==> config.mk <==
export PLATFORM = sky130hd
export DESIGN_NAME = ulm_top
export DESIGN_NICKNAME = d
export VERILOG_FILES = /design/src/hw/ulm_pkg.sv /design/src/hw/ulm_fifo_if.sv /design/src/hw/ulm_rx_fifo.sv /design/src/hw/ulm_top.sv
export SDC_FILE = /design/constraint.sdc
export NUM_CORES = 1
export LEC_CHECK = 0
export ABC_CLOCK_PERIOD_IN_PS = 8600
export BUFFER_PORTS_ARGS = -buffer_cell sky130_fd_sc_hd__buf_2
export CORE_UTILIZATION = 35
export DETAILED_ROUTE_END_ITERATION = 10
export HOLD_SLACK_MARGIN = 0.1
export PLACE_DENSITY_LB_ADDON = 0.1
export SETUP_SLACK_MARGIN = 0.3
export SYNTH_ARGS = -nofsm -noshare
export SYNTH_HDL_FRONTEND = slang
export SYNTH_HIERARCHICAL = 1
export SYNTH_SLANG_ARGS = --single-unit
==> constraint.sdc <==
create_clock -name CLK_SYS -period 8.6 [get_ports CLK_SYS]
set_input_delay 0.86 -clock CLK_SYS [delete_from_list [all_inputs] [get_ports CLK_SYS]]
set_output_delay 0.86 -clock CLK_SYS [all_outputs]
set_load 0.01 [all_outputs]
==> src/hw/ulm_pkg.sv <==
// Shared constants and types for the UART line, modem and RS-485 status slice
package ulm_pkg;

  // Register map, byte addresses on the AXI4-Lite slave
  localparam int        AXI_AW           = 8;
  localparam logic [7:0] OFF_RX_HOLD     = 8'h00;
  localparam logic [7:0] OFF_LINE_STATUS = 8'h04;
  localparam logic [7:0] OFF_MODEM_STAT  = 8'h08;
  localparam logic [7:0] OFF_SCRATCH     = 8'h0c;
  localparam logic [7:0] OFF_FEATURE     = 8'h10;
  localparam logic [7:0] OFF_MODEM_CTRL  = 8'h14;
  localparam logic [7:0] OFF_ENH_FEAT    = 8'h18;
  localparam logic [7:0] OFF_INT_EN      = 8'h1c;

  // Reset values
  localparam logic [7:0] SCRATCH_RST  = 8'hff;
  localparam logic [7:0] CTRL_RST     = 8'h00;
  localparam logic [5:0] PIN_SYNC_RST = 6'h1f;

  // Field positions
  localparam int MCR_DTR   = 0;
  localparam int MCR_RTS   = 1;
  localparam int MCR_FSEL  = 2;
  localparam int MCR_OP2   = 3;
  localparam int MCR_LOOP  = 4;
  localparam int EFR_ENH   = 4;
  localparam int EFR_AUTOF = 6;
  localparam int IER_TX    = 1;
  localparam int IER_MS    = 3;
  localparam int FCT_IRINV = 4;
  localparam int FCT_R485  = 5;
  localparam int MS_NINE   = 0;
  localparam int MS_RXDIS  = 2;
  localparam int MS_TXDIS  = 3;
  localparam int MS_TURN_L = 4;

  // Receive FIFO entry: break, framing, parity, data
  localparam int FIFO_DEPTH = 32;
  localparam int ENTRY_W    = 11;
  localparam int ENT_PE     = 8;
  localparam int ENT_FE     = 9;
  localparam int ENT_BRK    = 10;

  // AXI responses
  localparam logic [1:0] RESP_OKAY   = 2'h0;
  localparam logic [1:0] RESP_SLVERR = 2'h2;

  // Direction control states
  typedef enum logic [2:0] {
    RS_IDLE = 3'b001,
    RS_SEND = 3'b010,
    RS_TURN = 3'b100
  } ulm_rs_state_t;

endpackage

==> src/hw/ulm_fifo_if.sv <==
// Carrier between the slice and its receive FIFO
`timescale 1ns/10ps
`default_nettype none
interface ulm_fifo_if #(parameter int W = 11);
  logic         push;
  logic [W-1:0] wdata;
  logic         pop;
  logic [W-1:0] rdata;
  logic         empty;
  logic         full;
  logic         err_any;

  modport store (input push, wdata, pop, output rdata, empty, full, err_any);
  modport user  (output push, wdata, pop, input rdata, empty, full, err_any);
endinterface
`default_nettype wire

==> src/hw/ulm_rx_fifo.sv <==
// Receive FIFO holding each character with its own error flags
`timescale 1ns/10ps
`default_nettype none
module ulm_rx_fifo
  import ulm_pkg::*;
#(
  parameter int DEPTH = FIFO_DEPTH
) (
  input wire logic clk,
  input wire logic nrst,
  ulm_fifo_if.store f
);
  localparam int AW = $clog2(DEPTH);

  logic [ENTRY_W-1:0] mem [DEPTH];
  logic [AW-1:0]      wr_ptr_reg;
  logic [AW-1:0]      rd_ptr_reg;
  logic [AW:0]        count_reg;
  logic [AW:0]        err_cnt_reg;

  // A push into a full FIFO is dropped so stored characters stay intact,
  // unless a pop frees a slot in the same cycle
  wire do_push  = f.push & (~f.full | f.pop);
  wire do_pop   = f.pop & ~f.empty;
  wire push_err = |f.wdata[ENT_BRK:ENT_PE];
  wire pop_err  = |f.rdata[ENT_BRK:ENT_PE];

  assign f.rdata   = mem[rd_ptr_reg];
  assign f.empty   = (count_reg == '0);
  assign f.full    = (count_reg == (AW+1)'(DEPTH));
  assign f.err_any = (err_cnt_reg != '0);

  // Storage has no reset; rdata shows the slot at the read pointer even while the FIFO is empty
  always_ff @(posedge clk) begin
    if (do_push) begin
      mem[wr_ptr_reg] <= f.wdata;
    end
  end

  // Pointers, fill level and count of entries carrying an error
  always_ff @(posedge clk or negedge nrst) begin
    if (!nrst) begin
      wr_ptr_reg  <= '0;
      rd_ptr_reg  <= '0;
      count_reg   <= '0;
      err_cnt_reg <= '0;
    end else begin
      wr_ptr_reg  <= wr_ptr_reg + AW'(do_push);
      rd_ptr_reg  <= rd_ptr_reg + AW'(do_pop);
      count_reg   <= count_reg + (AW+1)'(do_push) - (AW+1)'(do_pop);
      err_cnt_reg <= err_cnt_reg + (AW+1)'(do_push & push_err) - (AW+1)'(do_pop & pop_err);
    end
  end
endmodule
`default_nettype wire

==> src/hw/ulm_top.sv <==
// UART line status, modem status, flow control and RS-485 direction slice
// Operation
// - Line low a whole frame sets break, one break entry queued, held until line high.
// - Framing error flag belongs to the character at the receive holding position.
// - Parity error flag follows whichever character is currently readable.
// - Character completing with FIFO full sets overrun and is discarded.
// - Data-ready is high while any received character waits.
// - Carrier and ring status invert their pins; loopback uses control bits 3 and 2.
// - Data-set-ready status inverts its pin; loopback uses terminal-ready control bit.
// - Clear-to-send status inverts its pin; loopback uses request-to-send control bit.
// - Auto flow watches clear-to-send or data-set-ready; high stops, low resumes transmission.
// - Carrier, set-ready and clear-to-send changes set deltas and modem interrupt if enabled.
// - Ring delta sets only when ringing ends, raising modem interrupt if enabled.
// - Write-only field 7:4 sets turnaround delay of 0 to 15 bit times.
// - Turnaround field is writable only with enhanced functions enabled.
// - Transmitter disable halts sending and keeps queued bytes until cleared.
// - Receiver disable still takes one whole character, then nothing more.
// - Re-enabling the receiver on an idle line receives the next character normally.
// - Receive FIFO stays readable whether the receiver is enabled or not.
// - Write-only bit 0 selects 8-bit or 9-bit multidrop mode.
// - Scratch register is 8 bits and resets to all ones.
// - Auto RS-485 raises request-to-send on load, drops it after last stop plus delay.
// - Transmit interrupt uses shifter empty with auto RS-485, holding empty otherwise.
// - Feature bit 4 inverts the infrared receive input.
// - Loopback enable bit selects local loopback and is clear after reset.
`timescale 1ns/10ps
`default_nettype none
module ulm_top
  import ulm_pkg::*;
#(
  parameter int RX_DEPTH = FIFO_DEPTH
) (
  input  wire logic              CLK_SYS,
  input  wire logic              NRST,
  input  wire logic [AXI_AW-1:0] AWADDR,
  input  wire logic              AWVALID,
  output var  logic              AWREADY,
  input  wire logic [31:0]       WDATA,
  input  wire logic [3:0]        WSTRB,
  input  wire logic              WVALID,
  output var  logic              WREADY,
  output var  logic [1:0]        BRESP,
  output var  logic              BVALID,
  input  wire logic              BREADY,
  input  wire logic [AXI_AW-1:0] ARADDR,
  input  wire logic              ARVALID,
  output var  logic              ARREADY,
  output var  logic [31:0]       RDATA,
  output var  logic [1:0]        RRESP,
  output var  logic              RVALID,
  input  wire logic              RREADY,
  input  wire logic              CD_N,
  input  wire logic              RI_N,
  input  wire logic              DSR_N,
  input  wire logic              CTS_N,
  input  wire logic              RX_IN,
  input  wire logic              IR_RX,
  input  wire logic              RX_CHAR_DONE,
  input  wire logic [7:0]        RX_CHAR,
  input  wire logic              RX_PAR_ERR,
  input  wire logic              RX_FRM_ERR,
  input  wire logic              RX_BREAK_DONE,
  input  wire logic              TX_LOAD,
  input  wire logic              TX_HOLD_EMPTY,
  input  wire logic              TX_SHIFT_EMPTY,
  input  wire logic              BIT_TICK,
  output var  logic              TX_ENABLE,
  output var  logic              RX_ENABLE,
  output var  logic              RTS_N,
  output var  logic              DTR_N,
  output var  logic              IR_RX_DATA,
  output var  logic              NINE_BIT_MODE,
  output var  logic              TX_INT,
  output var  logic              MS_INT
);
  ulm_fifo_if #(.W(ENTRY_W)) fifo ();

  ulm_rx_fifo #(.DEPTH(RX_DEPTH)) u_rx_fifo (
    .clk  (CLK_SYS),
    .nrst (NRST),
    .f    (fifo.store)
  );

  // Word decode shared by both bus channels
  function automatic logic hit(input logic [AXI_AW-1:0] a, input logic [7:0] off);
    return a[AXI_AW-1:2] == off[AXI_AW-1:2];
  endfunction

  function automatic logic mapped(input logic [AXI_AW-1:0] a);
    return a[AXI_AW-1:5] == '0;
  endfunction

  logic [5:0]        pin_meta_reg;
  logic [5:0]        pin_sync_reg;
  logic              awready_reg, wready_reg, bvalid_reg, arready_reg, rvalid_reg;
  logic              aw_held_reg, w_held_reg, w_strb_reg;
  logic [AXI_AW-1:0] aw_addr_reg;
  logic [7:0]        w_data_reg;
  logic [1:0]        bresp_reg, rresp_reg;
  logic [31:0]       rdata_reg;
  logic [7:0]        scratch_reg, feature_control_reg, mcr_reg, efr_reg, ier_reg;
  logic [3:0]        turn_reg;
  logic              tx_dis_reg, rx_dis_reg, nine_reg, rx_credit_reg;
  logic              brk_reg, ovr_reg;
  logic [3:0]        prev_st_reg, delta_reg;
  ulm_rs_state_t     rs_state_reg, rs_state_next;
  logic [3:0]        turn_cnt_reg;
  logic              rts_n_reg, dtr_n_reg, tx_en_reg, rx_en_reg;
  logic              ir_reg, tx_int_reg, ms_int_reg;

  // Synchronised pins; only the second stage is looked at
  wire cd_n_s  = pin_sync_reg[0];
  wire ri_n_s  = pin_sync_reg[1];
  wire dsr_n_s = pin_sync_reg[2];
  wire cts_n_s = pin_sync_reg[3];
  wire rx_s    = pin_sync_reg[4];
  wire ir_s    = pin_sync_reg[5];

  // Bus handshakes
  wire rd_fire = ARVALID & arready_reg;
  wire wr_fire = aw_held_reg & w_held_reg & ~bvalid_reg;
  wire wr_en   = wr_fire & w_strb_reg;

  // Write targets
  wire wr_scr  = wr_en & hit(aw_addr_reg, OFF_SCRATCH);
  wire wr_fct  = wr_en & hit(aw_addr_reg, OFF_FEATURE);
  wire wr_mcr  = wr_en & hit(aw_addr_reg, OFF_MODEM_CTRL);
  wire wr_efr  = wr_en & hit(aw_addr_reg, OFF_ENH_FEAT);
  wire wr_ier  = wr_en & hit(aw_addr_reg, OFF_INT_EN);
  wire wr_msw  = wr_en & hit(aw_addr_reg, OFF_MODEM_STAT);
  wire wr_enh  = wr_msw & efr_reg[EFR_ENH];

  // Read side effects
  wire rd_rhr  = rd_fire & hit(ARADDR, OFF_RX_HOLD);
  wire rd_lsr  = rd_fire & hit(ARADDR, OFF_LINE_STATUS);
  wire rd_msr  = rd_fire & hit(ARADDR, OFF_MODEM_STAT);

  // Modem status, pins or loopback controls
  wire loop   = mcr_reg[MCR_LOOP];
  wire cd_st  = loop ? mcr_reg[MCR_OP2]  : ~cd_n_s;
  wire ri_st  = loop ? mcr_reg[MCR_FSEL] : ~ri_n_s;
  wire dsr_st = loop ? mcr_reg[MCR_DTR]  : ~dsr_n_s;
  wire cts_st = loop ? mcr_reg[MCR_RTS]  : ~cts_n_s;
  wire [3:0] cur_st = {cd_st, ri_st, dsr_st, cts_st};

  // Change detect; ring only counts when ringing ends (status 1 to 0)
  wire [3:0] delta_set = {cd_st ^ prev_st_reg[3],
                          prev_st_reg[2] & ~ri_st,
                          dsr_st ^ prev_st_reg[1],
                          cts_st ^ prev_st_reg[0]};
  wire [3:0] delta_next = (delta_reg & ~{4{rd_msr}}) | delta_set;

  // Receiver acceptance: enabled, or the one character owed after disable
  wire rx_take    = ~rx_dis_reg | rx_credit_reg;
  wire brk_new    = RX_BREAK_DONE & ~brk_reg & rx_take;
  wire char_in    = (RX_CHAR_DONE & rx_take) | brk_new;
  wire ovr_set    = char_in & fifo.full & ~rd_rhr;

  assign fifo.push  = char_in;
  assign fifo.pop   = rd_rhr;
  assign fifo.wdata = brk_new ? {1'b1, 10'h000}
                              : {1'b0, RX_FRM_ERR, RX_PAR_ERR, RX_CHAR};

  // Line status assembled from the readable entry
  wire top_fe = ~fifo.empty & fifo.rdata[ENT_FE];
  wire top_pe = ~fifo.empty & fifo.rdata[ENT_PE];
  wire [7:0] lsr_val = {fifo.err_any, TX_HOLD_EMPTY & TX_SHIFT_EMPTY, TX_HOLD_EMPTY,
                        brk_reg, top_fe, top_pe, ovr_reg, ~fifo.empty};
  wire [7:0] msr_val = {cur_st, delta_reg};

  // Read multiplexer; write-only fields share the modem status word and read back as modem status, unmapped words read zero
  wire [7:0] rd_mux =
    hit(ARADDR, OFF_RX_HOLD)     ? fifo.rdata[7:0] :
    hit(ARADDR, OFF_LINE_STATUS) ? lsr_val :
    hit(ARADDR, OFF_MODEM_STAT)  ? msr_val :
    hit(ARADDR, OFF_SCRATCH)     ? scratch_reg :
    hit(ARADDR, OFF_FEATURE)     ? feature_control_reg :
    hit(ARADDR, OFF_MODEM_CTRL)  ? mcr_reg :
    hit(ARADDR, OFF_ENH_FEAT)    ? efr_reg :
    hit(ARADDR, OFF_INT_EN)      ? ier_reg : 8'h00;

  // Flow stop watches the selected handshake pin
  wire flow_stop = efr_reg[EFR_AUTOF] &
                   (mcr_reg[MCR_FSEL] ? dsr_n_s : cts_n_s);
  wire tx_done   = TX_SHIFT_EMPTY & TX_HOLD_EMPTY & ~TX_LOAD;

  // Two-stage synchroniser for every pin input
  always_ff @(posedge CLK_SYS or negedge NRST) begin
    if (!NRST) begin
      pin_meta_reg <= PIN_SYNC_RST;
      pin_sync_reg <= PIN_SYNC_RST;
    end else begin
      pin_meta_reg <= {IR_RX, RX_IN, CTS_N, DSR_N, RI_N, CD_N};
      pin_sync_reg <= pin_meta_reg;
    end
  end

  // AXI write channels; address and data may arrive in either order
  always_ff @(posedge CLK_SYS or negedge NRST) begin
    if (!NRST) begin
      awready_reg <= 1'b1;
      wready_reg  <= 1'b1;
      aw_held_reg <= 1'b0;
      w_held_reg  <= 1'b0;
      aw_addr_reg <= '0;
      w_data_reg  <= 8'h00;
      w_strb_reg  <= 1'b0;
      bvalid_reg  <= 1'b0;
      bresp_reg   <= RESP_OKAY;
    end else begin
      if (AWVALID & awready_reg) begin
        aw_addr_reg <= AWADDR;
        aw_held_reg <= 1'b1;
        awready_reg <= 1'b0;
      end
      if (WVALID & wready_reg) begin
        w_data_reg <= WDATA[7:0];
        w_strb_reg <= WSTRB[0];
        w_held_reg <= 1'b1;
        wready_reg <= 1'b0;
      end
      if (wr_fire) begin
        aw_held_reg <= 1'b0;
        w_held_reg  <= 1'b0;
        bvalid_reg  <= 1'b1;
        bresp_reg   <= mapped(aw_addr_reg) ? RESP_OKAY : RESP_SLVERR;
      end
      if (bvalid_reg & BREADY) begin
        bvalid_reg  <= 1'b0;
        awready_reg <= 1'b1;
        wready_reg  <= 1'b1;
      end
    end
  end

  // AXI read channel; data is captured on the address handshake
  always_ff @(posedge CLK_SYS or negedge NRST) begin
    if (!NRST) begin
      arready_reg <= 1'b1;
      rvalid_reg  <= 1'b0;
      rdata_reg   <= 32'h0000_0000;
      rresp_reg   <= RESP_OKAY;
    end else if (rd_fire) begin
      arready_reg <= 1'b0;
      rvalid_reg  <= 1'b1;
      rdata_reg   <= {24'h00_0000, rd_mux};
      rresp_reg   <= mapped(ARADDR) ? RESP_OKAY : RESP_SLVERR;
    end else if (rvalid_reg & RREADY) begin
      rvalid_reg  <= 1'b0;
      arready_reg <= 1'b1;
    end
  end

  // Software registers; the turnaround field is locked unless enhanced mode is on
  always_ff @(posedge CLK_SYS or negedge NRST) begin
    if (!NRST) begin
      scratch_reg <= SCRATCH_RST;
      feature_control_reg    <= CTRL_RST;
      mcr_reg     <= CTRL_RST;
      efr_reg     <= CTRL_RST;
      ier_reg     <= CTRL_RST;
      turn_reg    <= 4'h0;
      tx_dis_reg  <= 1'b0;
      rx_dis_reg  <= 1'b0;
      nine_reg    <= 1'b0;
    end else begin
      if (wr_scr) scratch_reg <= w_data_reg;
      if (wr_fct) feature_control_reg    <= {2'b00, w_data_reg[5:4], 4'h0};
      if (wr_mcr) mcr_reg     <= {3'b000, w_data_reg[4:0]};
      if (wr_efr) efr_reg     <= w_data_reg;
      if (wr_ier) ier_reg     <= w_data_reg;
      if (wr_enh) begin
        turn_reg   <= w_data_reg[7:MS_TURN_L];
        tx_dis_reg <= w_data_reg[MS_TXDIS];
        rx_dis_reg <= w_data_reg[MS_RXDIS];
      end
      if (wr_msw) nine_reg    <= w_data_reg[MS_NINE];
    end
  end

  // Receive flags; hardware sets win over clears in the same cycle
  always_ff @(posedge CLK_SYS or negedge NRST) begin
    if (!NRST) begin
      rx_credit_reg <= 1'b0;
      brk_reg       <= 1'b0;
      ovr_reg       <= 1'b0;
      prev_st_reg   <= 4'h0;
      delta_reg     <= 4'h0;
    end else begin
      if (wr_enh & w_data_reg[MS_RXDIS] & ~rx_dis_reg) begin
        rx_credit_reg <= 1'b1;
      end else if (rx_dis_reg & char_in) begin
        rx_credit_reg <= 1'b0;
      end
      brk_reg     <= brk_new | (brk_reg & ~rx_s);
      ovr_reg     <= ovr_set | (ovr_reg & ~rd_lsr);
      prev_st_reg <= cur_st;
      delta_reg   <= delta_next;
    end
  end

  // Direction control state machine for auto RS-485
  always_comb begin
    rs_state_next = rs_state_reg;
    case (rs_state_reg)
      RS_IDLE: begin
        if (TX_LOAD) rs_state_next = RS_SEND;
      end
      RS_SEND: begin
        if (tx_done) rs_state_next = (turn_reg == 4'h0) ? RS_IDLE : RS_TURN;
      end
      RS_TURN: begin
        if (TX_LOAD) begin
          rs_state_next = RS_SEND;
        end else if (BIT_TICK & (turn_cnt_reg == 4'h1)) begin
          rs_state_next = RS_IDLE;
        end
      end
      default: rs_state_next = RS_IDLE;
    endcase
    if (!feature_control_reg[FCT_R485]) rs_state_next = RS_IDLE;
  end

  // Turnaround countdown in bit times after the last stop bit
  always_ff @(posedge CLK_SYS or negedge NRST) begin
    if (!NRST) begin
      rs_state_reg <= RS_IDLE;
      turn_cnt_reg <= 4'h0;
    end else begin
      rs_state_reg <= rs_state_next;
      if (rs_state_reg != RS_TURN) begin
        turn_cnt_reg <= turn_reg;
      end else if (BIT_TICK) begin
        turn_cnt_reg <= turn_cnt_reg - 4'h1;
      end
    end
  end

  // Registered outputs; transmit disable and flow stop drop TX_ENABLE one clock later, receive disable after the owed character
  always_ff @(posedge CLK_SYS or negedge NRST) begin
    if (!NRST) begin
      rts_n_reg  <= 1'b1;
      dtr_n_reg  <= 1'b1;
      tx_en_reg  <= 1'b1;
      rx_en_reg  <= 1'b1;
      ir_reg     <= 1'b0;
      tx_int_reg <= 1'b0;
      ms_int_reg <= 1'b0;
    end else begin
      rts_n_reg  <= feature_control_reg[FCT_R485] ? (rs_state_next != RS_IDLE)
                                       : ~mcr_reg[MCR_RTS];
      dtr_n_reg  <= ~mcr_reg[MCR_DTR];
      tx_en_reg  <= ~tx_dis_reg & ~flow_stop;
      rx_en_reg  <= ~rx_dis_reg | rx_credit_reg;
      ir_reg     <= ir_s ^ feature_control_reg[FCT_IRINV];
      tx_int_reg <= ier_reg[IER_TX] &
                    (feature_control_reg[FCT_R485] ? TX_SHIFT_EMPTY : TX_HOLD_EMPTY);
      ms_int_reg <= ier_reg[IER_MS] & (|delta_next);
    end
  end

  assign AWREADY       = awready_reg;
  assign WREADY        = wready_reg;
  assign BVALID        = bvalid_reg;
  assign BRESP         = bresp_reg;
  assign ARREADY       = arready_reg;
  assign RVALID        = rvalid_reg;
  assign RDATA         = rdata_reg;
  assign RRESP         = rresp_reg;
  assign RTS_N         = rts_n_reg;
  assign DTR_N         = dtr_n_reg;
  assign TX_ENABLE     = tx_en_reg;
  assign RX_ENABLE     = rx_en_reg;
  assign IR_RX_DATA    = ir_reg;
  assign NINE_BIT_MODE = nine_reg;
  assign TX_INT        = tx_int_reg;
  assign MS_INT        = ms_int_reg;
endmodule
`default_nettype wire

* Yosys cells after proc, flatten, opt, wreduce, memory -nomap -nowiden
Memories as Yosys holds them, arrays and structs flattened. Index checks and enable logic that the tools add are counted.
Word-level totals: register bits after elaboration 133, bits in writable memories 352, input port bits 81, memories kept 1
Operators by class: add/subtract/negate cells 7, equal/unequal tests 20, multiplexer cells 45, bitwise logic cells 72, reduce and logical (&&, ||, !) cells 17
Memories:
- u_rx_fifo.mem | depth 32, width 11, read ports 1, clocked after memory_dff 0, write ports 1, line ulm_rx_fifo.sv:15 | logic [ENTRY_W-1:0] mem [DEPTH];
Operators with widths (number):
- $mux W8 | 8
- $eq A6 B3 Y1 const B | 8
- $and A1 B1 Y1 | 42
- $mux W1 | 25
- $eq A6 B2 Y1 const B | 4
- $mux W3 | 6
- $not A1 Y1 | 18
- $reduce_bool A2 Y1 | 8
- $logic_not A6 Y1 | 2
- $mux W11 | 1
- $add A5 B1 Y5 | 2
- $pmux W3 S3 | 1
- $mux W4 | 2
- $add A6 B1 Y6 | 1
- $add A6 B6 Y6 | 1
- $eq A6 B1 Y1 const B | 1
- $eq A6 B6 Y1 const B | 1
- $logic_not A3 Y1 | 2
- $reduce_bool A6 Y1 | 1
- $reduce_or A3 Y1 | 2
- $sub A6 B1 Y6 | 1
- $sub A6 B6 Y6 | 1
- $or A1 B1 Y1 | 5
- $and A4 B4 Y4 | 1
- other kinds (13) | 17

* Longest topological paths before layout
Gate-level depths: netlist (run 1).
depth after elaboration 9, gate-level depth with buffers 18, depth with buffers taken out 17

* By module
Netlist (run 1), hierarchy kept.
By module, submodules not included:
- ulm_rx_fifo | instances 1, cells an instance 700, area an instance 14825.5 um^2, sequential area each 11120.7 um^2
- ulm_top | instances 1, cells an instance 415, area an instance 4968.5 um^2, sequential area each 2710.1 um^2

* Worst setup path after synthesis (run 1)
No wires, ideal clock.
path type input -> register, from in ARADDR[5], to reg u_rx_fifo.err_cnt_reg[4], arrival 3.563 ns, data required time 8.478 ns, path slack 4.915 ns, cell stages on the path 17, buffers on the path 1, cell sequence or3_4 or4_1 buf_2 nor2_1 o21ai_0 inv_1 o31ai_1 ha_1 inv_1 ha_1 inv_1 fa_1 inv_1 a21oi_1 nor2_1 nor2_1 xnor2_1
Between the ends: cells in the longest elaborated chain, start to end 7, elaborated cells on any way between the ends 9, those cells by class add/sub: 2; bitwise: 6; reduce/logical: 1
Ends and longest elaborated chain:
- from (decl) | line ulm_top.sv:45 | input wire logic [AXI_AW-1:0] ARADDR,
- $logic_not A6 Y1 * | line ulm_top.sv:86 | return a[AXI_AW-1:2] == off[AXI_AW-1:2];
- $and A1 B1 Y1 * | line ulm_top.sv:134 | wire rd_rhr = rd_fire & hit(ARADDR, OFF_RX_HOLD);
- net fifo.pop | line ulm_fifo_if.sv:7 | logic pop;
- $or A1 B1 Y1 | line ulm_rx_fifo.sv:23 | wire do_push = f.push & (~f.full | f.pop);
- $and A1 B1 Y1 | line ulm_rx_fifo.sv:23
- $and A1 B1 Y1 | line ulm_rx_fifo.sv:51 | err_cnt_reg <= err_cnt_reg + (AW+1)'(do_push & push_err) - (AW+1)'(do_pop & pop_err);
- $add A6 B6 Y6 | line ulm_rx_fifo.sv:51
- $sub A6 B6 Y6 * | line ulm_rx_fifo.sv:51
- to (signal assigned) | line ulm_rx_fifo.sv:51
- to (decl) | line ulm_rx_fifo.sv:19 | logic [AW:0] err_cnt_reg;
Mark *: on every way through the listed nets, which the timed path passes. The rest lies on a longest branch. A chain may end at the register's enable or synchronous reset.

* Worst setup path after layout (run 1)
from reg u_rx_fifo.rd_ptr_reg[0], to reg u_rx_fifo.err_cnt_reg[4]
Between the ends: cells in the longest elaborated chain, start to end 4
Ends and longest elaborated chain:
- from (decl) | line ulm_rx_fifo.sv:17 | logic [AW-1:0] rd_ptr_reg;
- from (signal assigned) | line ulm_rx_fifo.sv:49 | rd_ptr_reg <= rd_ptr_reg + AW'(do_pop);
- $mem_v2 Z32 W11
- net fifo.rdata[8] | line ulm_fifo_if.sv:8 | logic [W-1:0] rdata;
- $reduce_or A3 Y1 | line ulm_rx_fifo.sv:26 | wire pop_err = |f.rdata[ENT_BRK:ENT_PE];
- $and A1 B1 Y1 | line ulm_rx_fifo.sv:51
- $sub A6 B6 Y6 | line ulm_rx_fifo.sv:51
The timed path passes the listed nets, and every way through them passes these cells.

==> results of run 1 <==
==> synth_stat cells, drive strengths merged, types with 3 or more instances <==
cell / number
a21o: 3
a21oi: 22
a221oi: 3
a22oi: 4
a31oi: 4
a41oi: 3
and2: 15
and3: 3
and4b: 3
buf: 59
clkbuf: 13
dfrtp: 103
dfstp: 26
edfxtp: 352
ha: 23
inv: 40
mux2: 56
mux2i: 11
mux4: 106
nand2: 70
nand2b: 8
nand3: 8
nand3b: 6
nand4: 3
nor2: 66
nor2b: 8
nor3b: 4
o21a: 4
o21ai: 12
o2bb2ai: 4
o31a: 3
o31ai: 5
or3: 4
or4: 5
xnor2: 10
xor2: 9
==> through the flow <==
stage / hold WS, ns / instances / utilization (%) / setup WS [ns] / instance area [sq um]
final: 0.239 / 2020 / 40.6 / 4.00 / 22600
after global routing: 0.274 / 2020 / 40.6 / 3.67 / 22600
after CTS: 0.243 / 2020 / 40.6 / 3.89 / 22600
after detailed placement: 0.343 / 1924 / 37.8 / 3.85 / 21000
after global placement: 0.347 / 1924 / 37.8 / 3.84 / 21000
after floorplan: 0.331 / 1140 / - / 4.91 / 19900
==> worst max-delay path: cells and delay by family, from the launching register on <==
family                   cells  cell delay, ns
flip-flops                   1            0.91
adder cells (fa/ha/maj)      3            0.85
XOR/XNOR                     1            0.11
AO/OA/AOI/OAI                4            0.92
buffers and inverters        4            0.82
multiplexers                 1            0.63
AND/OR/NAND/NOR              2            0.15
==> power groups by stage <==
stage | combinational (uW) | clock, uW | sequential [uW]
5_1_grt | 981 | 2250 | 3070
3_5_place_dp | 894 | 0 | 3080
3_3_place_gp | 883 | 0 | 3070
4_1_cts | 900 | 2160 | 3040
6_report | 876 | 2090 | 3030
2_1_floorplan | 643 | 0 | 3000
==> kinds of logic (layout without fill, tap and decap cells) <==
group	Yosys count	count (layout)	synth area share, %
buffers and inverters	113	245	3.21
adders and majority gates	25	25	1.66
DFF	481	481	69.9
AOI/OAI and AO/OA	90	90	3.16
muxes	173	173	15.8
xor gates and xnor gates	19	19	0.841
and+or+nand+nor	213	213	5.44
other	1	26	0.0189
==> final cells by class <==
class                   count  share of cell area, %
repair buffers            108                   2.82
inverters                  41                  0.682
multi-input cells         546                   24.0
flip-flops and latches    481                   61.3
clock buffers              72                   6.14
clock inverters            24                  0.848
well taps                 748                   4.15
==> cell usage in the layout, fill, tap and decap left out, drive strengths merged, types with 4 or more instances in the layout <==
cell     Yosys  layout
a22oi        4       4
xor2         9       9
mux2        56      56
conb         1      26
o21ai       12      12
nor2b        8       8
xnor2       10      10
nand3        8       8
nand2       70      70
clkinv       1      20
inv         40      42
o31ai        5       5
buf         59     108
mux2i       11      11
dfrtp      103     103
nor2        66      66
a21oi       22      22
mux4       106     106
o21a         4       4
and2        15      15
nand2b       8       8
nor3b        4       4
o2bb2ai      4       4
clkbuf      13      72
a31oi        4       4
edfxtp     352     352
or3          4       4
nand3b       6       6
or4          5       5
ha          23      23
dfstp       26      26
==> path summary, 6_finish.rpt <==
kind                       cells after the start                                 end                              start  slack, ns
setup / recovery                              15  u_rx_fifo/err_cnt_reg[4]$_DFF_PN0_  u_rx_fifo/rd_ptr_reg[0]$_DFF_PN0_       4.00
hold / removal                                 1           rs_state_reg[2]$_DFF_PN0_                               NRST       0.24
setup reg to reg                              15  u_rx_fifo/err_cnt_reg[4]$_DFF_PN0_  u_rx_fifo/rd_ptr_reg[0]$_DFF_PN0_       4.00
hold reg to reg                                0           pin_sync_reg[4]$_DFF_PN1_          pin_meta_reg[4]$_DFF_PN1_       0.36
max in group asynchronous                      2             aw_held_reg$_DFFE_PN0P_                               NRST       7.02
min in group CLK_SYS                           1           pin_meta_reg[4]$_DFF_PN1_                              RX_IN       0.35
==> layer usage <==
layer	GRT usage [%]	vias to the layer above
met5	0	-
met4	4.48	0
met3	2.67	58
met2	26.3	209
met1	23.2	5256
li1	-	4480
==> results.py, run 1 <==
metrics = {
    "final_layout": {
        "final_nets": 1336,
        "antenna_cells": 0,
        "multi_input_area_sq_mm": 0.00542,
        "regArea_sq_mm": 0.0138,
        "largest_register_ffs": 352,
        "largest_register": "u_rx_fifo/mem",
        "syn2layout_area_growth_pct": 14.0,
        "drive_gt1_share_pct": 29.8,
        "fillers": 5104,
    },
    "cts": {
        "post-cts-setup-buffers": 0,
        "cts_resized": 0,
        "clk_pin_slew_ns": 0.06,
        "cts_root_buffer": "clkbuf_16",
        "cts_tree": "done",
        "clk_latency_ns": 0.61,
        "cts_made_buffers": 52,
        "cts.sinks": 481,
        "cts.path.max_buffers": 3,
        "cts-hold-fix-buffers": 0,
        "htree_levels": 2,
    },
    "sta": {
        "finalMaxSlewViolations": 0,
        "rsz0062_at_grt": "false",
        "finClkSkew_ns": 0.0287,
        "final_hold_viol_count": 0,
        "relSlewSlack_pct": 16.4,
        "post-route-period-util_pct": 53.5,
        "worstMarginPinSlew_ns": 1.25,
        "fmax_mhz": 217,
        "finalSetupViolations": 0,
        "period_needed_ns": 4.60,
        "setup_tns_ns": 0,
    },
    "logic_synthesis": {
        "ys_warn_count": 6,
        "synth-edff-count": 352,
        "ys_seq_area_share_pct": 69.9,
        "synth_cell_type_count": 73,
        "synthFlopType": "edfxtp_1",
        "synth_seq_cells": 481,
        "yosysTopAreaCellShare_pct": 53.4,
        "syn_inst": 1115,
        "synth_area_sq_mm": 0.0198,
        "yosys.area.top_type": "edfxtp_1",
        "syn_area_per_cell_sq_um": 17.8,
        "synthArstFlopShare_pct": 26.8,
        "synth_top_cells_by_area": "edfxtp_1 53%, dfrtp_1 13%, mux4_2 12%",
    },
    "detailed_routing": {
        "routed-wl-met2_microns": 21900,
        "wl_met1_microns": 21100,
        "drtPass1Iterations": 5,
        "top_layer_used": "met4",
        "final_antenna_net_count": 0,
        "first_iter_violations": 551,
        "drc": 0,
        "wirelength_microns": 45900,
        "wl_per_cell_microns": 22.7,
        "vias": 10000,
        "met3_length_microns": 2030,
        "viasPerCell": 4.95,
    },
    "power": {
        "p_per_area_mw_per_mm2": 265,
        "irDropWorstVdd_mv": 0.147,
        "seq_power_share_pct": 50.5,
        "power_frac_comb_pct": 14.6,
        "power.leakage_uw": 0.00806,
        "power_uw": 5990,
        "p_int_uw": 4400,
        "p_clk_share_pct": 34.9,
        "sw_frac_of_total_pct": 26.5,
        "power.switching_uw": 1590,
    },
    "global_route": {
        "grt_first_pass_wirelength_microns": 68400,
        "antenna_found_initial": 2,
        "grt_max_degree": 73,
        "grt_usage_pct": 16.4,
        "grt_overflow": 0,
        "grt_pass1_vias": 10300,
    },
    "setup_path": {
        "path_class": "flop to flop",
        "crit_path_start_kind": "flop",
        "max_stage_delay_ns": 0.91,
        "crit_path_end_kind": "flop",
        "cpMostUsedCell": "inv_1",
        "crit_path_cell_trace": "buf_4 -> mux4_2 -> a221oi_1 -> a21oi_1 -> o31a_1 -> ha_1 -> inv_1 -> ha_1 -> inv_1 -> fa_1 -> inv_1 -> a21oi_1 -> nor2_1 -> nor2_1 -> xnor2_1",
        "crit_path_max_fanout": 35,
        "arrival_ns": 5.07,
        "slowest_stage": "dfrtp_4",
        "crit_required_ns": 9.07,
    },
    "placement": {
        "routabilityCongestion": 0.772,
        "numPortBuffers": 72,
        "hpwl_microns": 29100,
    },
    "floorplan": {
        "core_sq_mm": 0.0555,
        "die_h_microns": 240,
        "die_w_microns": 240,
        "io_pins": 130,
        "num_rows": 86,
        "start_util_pct": 35.6,
        "die_area_sq_mm": 0.0575,
    },
    "min_path": {
        "hold_class": "primary input to asynchronous set/reset pin",
    },
    "job": {
        "drv_cap": 0,
    },
    "status": {
        "status": "finished clean",
    },
}
Note: power is estimated with default switching activity, not from simulation.
==> run 2, diff against run 1 <==
--- a/config.mk
+++ b/config.mk
@@ -5,7 +5,8 @@
 export SDC_FILE = /design/constraint.sdc
 export NUM_CORES = 1
 export LEC_CHECK = 0
-export ABC_CLOCK_PERIOD_IN_PS = 8600
+export ABC_AREA = 1
+export ABC_CLOCK_PERIOD_IN_PS = 4700
 export BUFFER_PORTS_ARGS = -buffer_cell sky130_fd_sc_hd__buf_2
 export CORE_UTILIZATION = 35
 export DETAILED_ROUTE_END_ITERATION = 10
==> constraint.sdc (replaced) <==
create_clock -name CLK_SYS -period 4.7 [get_ports CLK_SYS]
set_input_delay 0.47 -clock CLK_SYS [delete_from_list [all_inputs] [get_ports CLK_SYS]]
set_output_delay 0.47 -clock CLK_SYS [all_outputs]
set_load 0.01 [all_outputs]
==> results.py, run 2 <==
metrics = {
    "status": {
        "status": "finished clean",
    },
    "detailed_routing": {
        "routed-wl-met2_microns": 24800,
        "final_antenna_net_count": 0,
        "first_iter_violations": 880,
        "vias": 13400,
        "wl_met1_microns": 25100,
        "viasPerCell": 4.80,
        "wirelength_microns": 53200,
        "met3_length_microns": 2250,
        "wl_per_cell_microns": 19.0,
        "top_layer_used": "met4",
        "drc": 0,
        "drtPass1Iterations": 5,
    },
    "global_route": {
        "antenna_found_initial": 0,
        "grt_first_pass_wirelength_microns": 81500,
        "grt_max_degree": 115,
        "grt_usage_pct": 18.1,
        "grt_pass1_vias": 13100,
        "grt_overflow": 0,
    },
    "setup_path": {
        "cpMostUsedCell": "nand2_1",
        "crit_required_ns": 5.23,
        "path_class": "flop to flop",
        "slowest_stage": "dfrtp_4",
        "crit_path_start_kind": "flop",
        "reg2regPathDepth": 19,
        "max_stage_delay_ns": 0.51,
        "critical_path_buf_inv_count": 5,
        "crit_path_end_kind": "flop",
        "cp.depth": 19,
        "crit_path_cell_trace": "inv_4 -> buf_12 -> nand2_1 -> nand2_1 -> nand2_1 -> nand3_1 -> nand3_1 -> nand2_1 -> nand2_1 -> nand3_1 -> nand2_1 -> inv_1 -> ha_1 -> inv_1 -> ha_1 -> inv_1 -> fa_1 -> o21ai_0 -> xor2_1",
        "critPathTopFamily": "simple AND/OR/NAND/NOR gates",
        "arrival_ns": 4.03,
        "crit_path_max_fanout": 37,
    },
    "floorplan": {
        "num_rows": 88,
        "die_h_microns": 244,
        "die_w_microns": 244,
        "core_sq_mm": 0.0578,
        "start_util_pct": 35.5,
        "io_pins": 130,
        "die_area_sq_mm": 0.0595,
    },
    "job": {
        "drv_cap": 0,
    },
    "final_layout": {
        "final_common_cell": "nand2_1",
        "largest_register": "u_rx_fifo/mem",
        "syn2layout_area_growth_pct": 16.1,
        "final_cell_mix": "362 x nand2_1, 352 x edfxtp_1, 253 x nor2_1, 163 x o21ai_0, 138 x inv_1",
        "fin_util_pct": 41.2,
        "final_nets": 2094,
        "drive_gt1_share_pct": 14.6,
        "final_cells": 2795,
        "largest_register_ffs": 352,
    },
    "cts": {
        "cts.path.max_buffers": 3,
        "cts_resized": 0,
        "cts_root_buffer": "clkbuf_16",
        "cts_made_buffers": 52,
        "cts_tree": "done",
        "htree_levels": 2,
        "cts.sinks": 481,
        "clk_latency_ns": 0.61,
        "clk_pin_slew_ns": 0.06,
    },
    "logic_synthesis": {
        "syn_area_per_cell_sq_um": 11.1,
        "ys_warn_count": 6,
        "syn_inst": 1844,
        "synth_area_sq_mm": 0.0205,
    },
    "placement": {
        "numPortBuffers": 72,
        "dp_slack_ns": 1.15,
        "hpwl_microns": 32400,
        "dp_cells": 2673,
        "routabilityCongestion": 0.799,
    },
    "sta": {
        "fmax_mhz": 285,
        "relSlewSlack_pct": 39.6,
        "fin_ws_ns": 1.20,
        "finalMaxSlewViolations": 0,
        "finClkSkew_ns": 0.0367,
        "finalSetupViolations": 0,
        "period_needed_ns": 3.50,
        "setup_tns_ns": 0,
        "post-route-period-util_pct": 74.5,
        "worstMarginPinSlew_ns": 0.906,
        "rsz0062_at_grt": "false",
        "final_hold_viol_count": 0,
    },
    "power": {
        "sw_frac_of_total_pct": 29.5,
        "power.leakage_uw": 0.00936,
        "power_uw": 11700,
        "p_per_area_mw_per_mm2": 492,
        "power_frac_comb_pct": 19.6,
        "power.switching_uw": 3450,
        "irDropWorstVdd_mv": 0.311,
        "p_int_uw": 8260,
        "p_clk_share_pct": 34.2,
        "seq_power_share_pct": 46.2,
    },
    "min_path": {
        "hold_class": "primary input to flop",
        "min_path_cells": 3,
    },
}
-- run 2: path summary, 6_finish.rpt --
path | startpoint | end | slack, ns
setup reg to reg | u_rx_fifo/rd_ptr_reg[0]$_DFF_PN0_ | u_rx_fifo/err_cnt_reg[4]$_DFF_PN0_ | 1.20
setup / recovery | u_rx_fifo/rd_ptr_reg[0]$_DFF_PN0_ | u_rx_fifo/err_cnt_reg[4]$_DFF_PN0_ | 1.20
min in group asynchronous | NRST | u_rx_fifo/err_cnt_reg[3]$_DFF_PN0_ | 0.49
max in group asynchronous | NRST | TX_ENABLE$_DFF_PN1_ | 3.11
hold reg to reg | pin_meta_reg[2]$_DFF_PN1_ | pin_sync_reg[2]$_DFF_PN1_ | 0.33
hold / removal | TX_SHIFT_EMPTY | TX_INT$_DFF_PN0_ | 0.14
-- run 2: area by class of cell --
type / instances / area, sq um
Fill cell: 5576 / 34000
Clock buffer: 81 / 1550
Antenna cell: 1 / 2.50
Timing Repair Buffer: 170 / 1220
Clock inverter: 14 / 128
Multi-Input combinational cell: 1142 / 5580
Inverter: 141 / 534
Sequential cell: 481 / 13800
Tap cell: 765 / 957
-- run 2: worst register-to-register path: stages, from the launching register on --
cell     delay, ns
dfrtp_4       0.51
inv_4         0.27
buf_12        0.27
nand2_1       0.10
nand2_1       0.06
nand2_1       0.04
nand3_1       0.18
nand3_1       0.18
nand2_1       0.19
nand2_1       0.09
nand3_1       0.08
nand2_1       0.08
inv_1         0.09
ha_1          0.22
inv_1         0.05
ha_1          0.15
inv_1         0.06
fa_1          0.44
o21ai_0       0.23
xor2_1        0.17
-- run 2: per-layer routing --
metal | up-vias | global-route usage [%]
met1 | 6557 | 25.8
met3 | 59 | 2.43
li1 | 6539 | -
met5 | - | 0
met4 | 0 | 5.02
met2 | 261 | 29.0
-- run 2: through the flow --
stage	hold WS, ns	cell area (sq um)
2_1_floorplan	0.174	20600
3_3_place_gp	0.338	21900
3_5_place_dp	0.347	21900
4_1_cts	0.103	23800
5_1_grt	0.148	23800
6_report	0.136	23800
-- run 2: what timing repair did --
item,in CTS,in global routing
setup endpoints to repair,0,0
hold buffers,26,0
buffers inserted,0,0
endpoints found under the hold margin,93,0
-- run 2: power by group through the flow --
stage	clock, uW	combinational [uW]	sequential [uW]
4_1_cts	4110	2350	5410
2_1_floorplan	0	1600	5450
3_3_place_gp	0	2290	5480
3_5_place_dp	0	2320	5500
6_report	4010	2300	5410
5_1_grt	4280	2620	5460
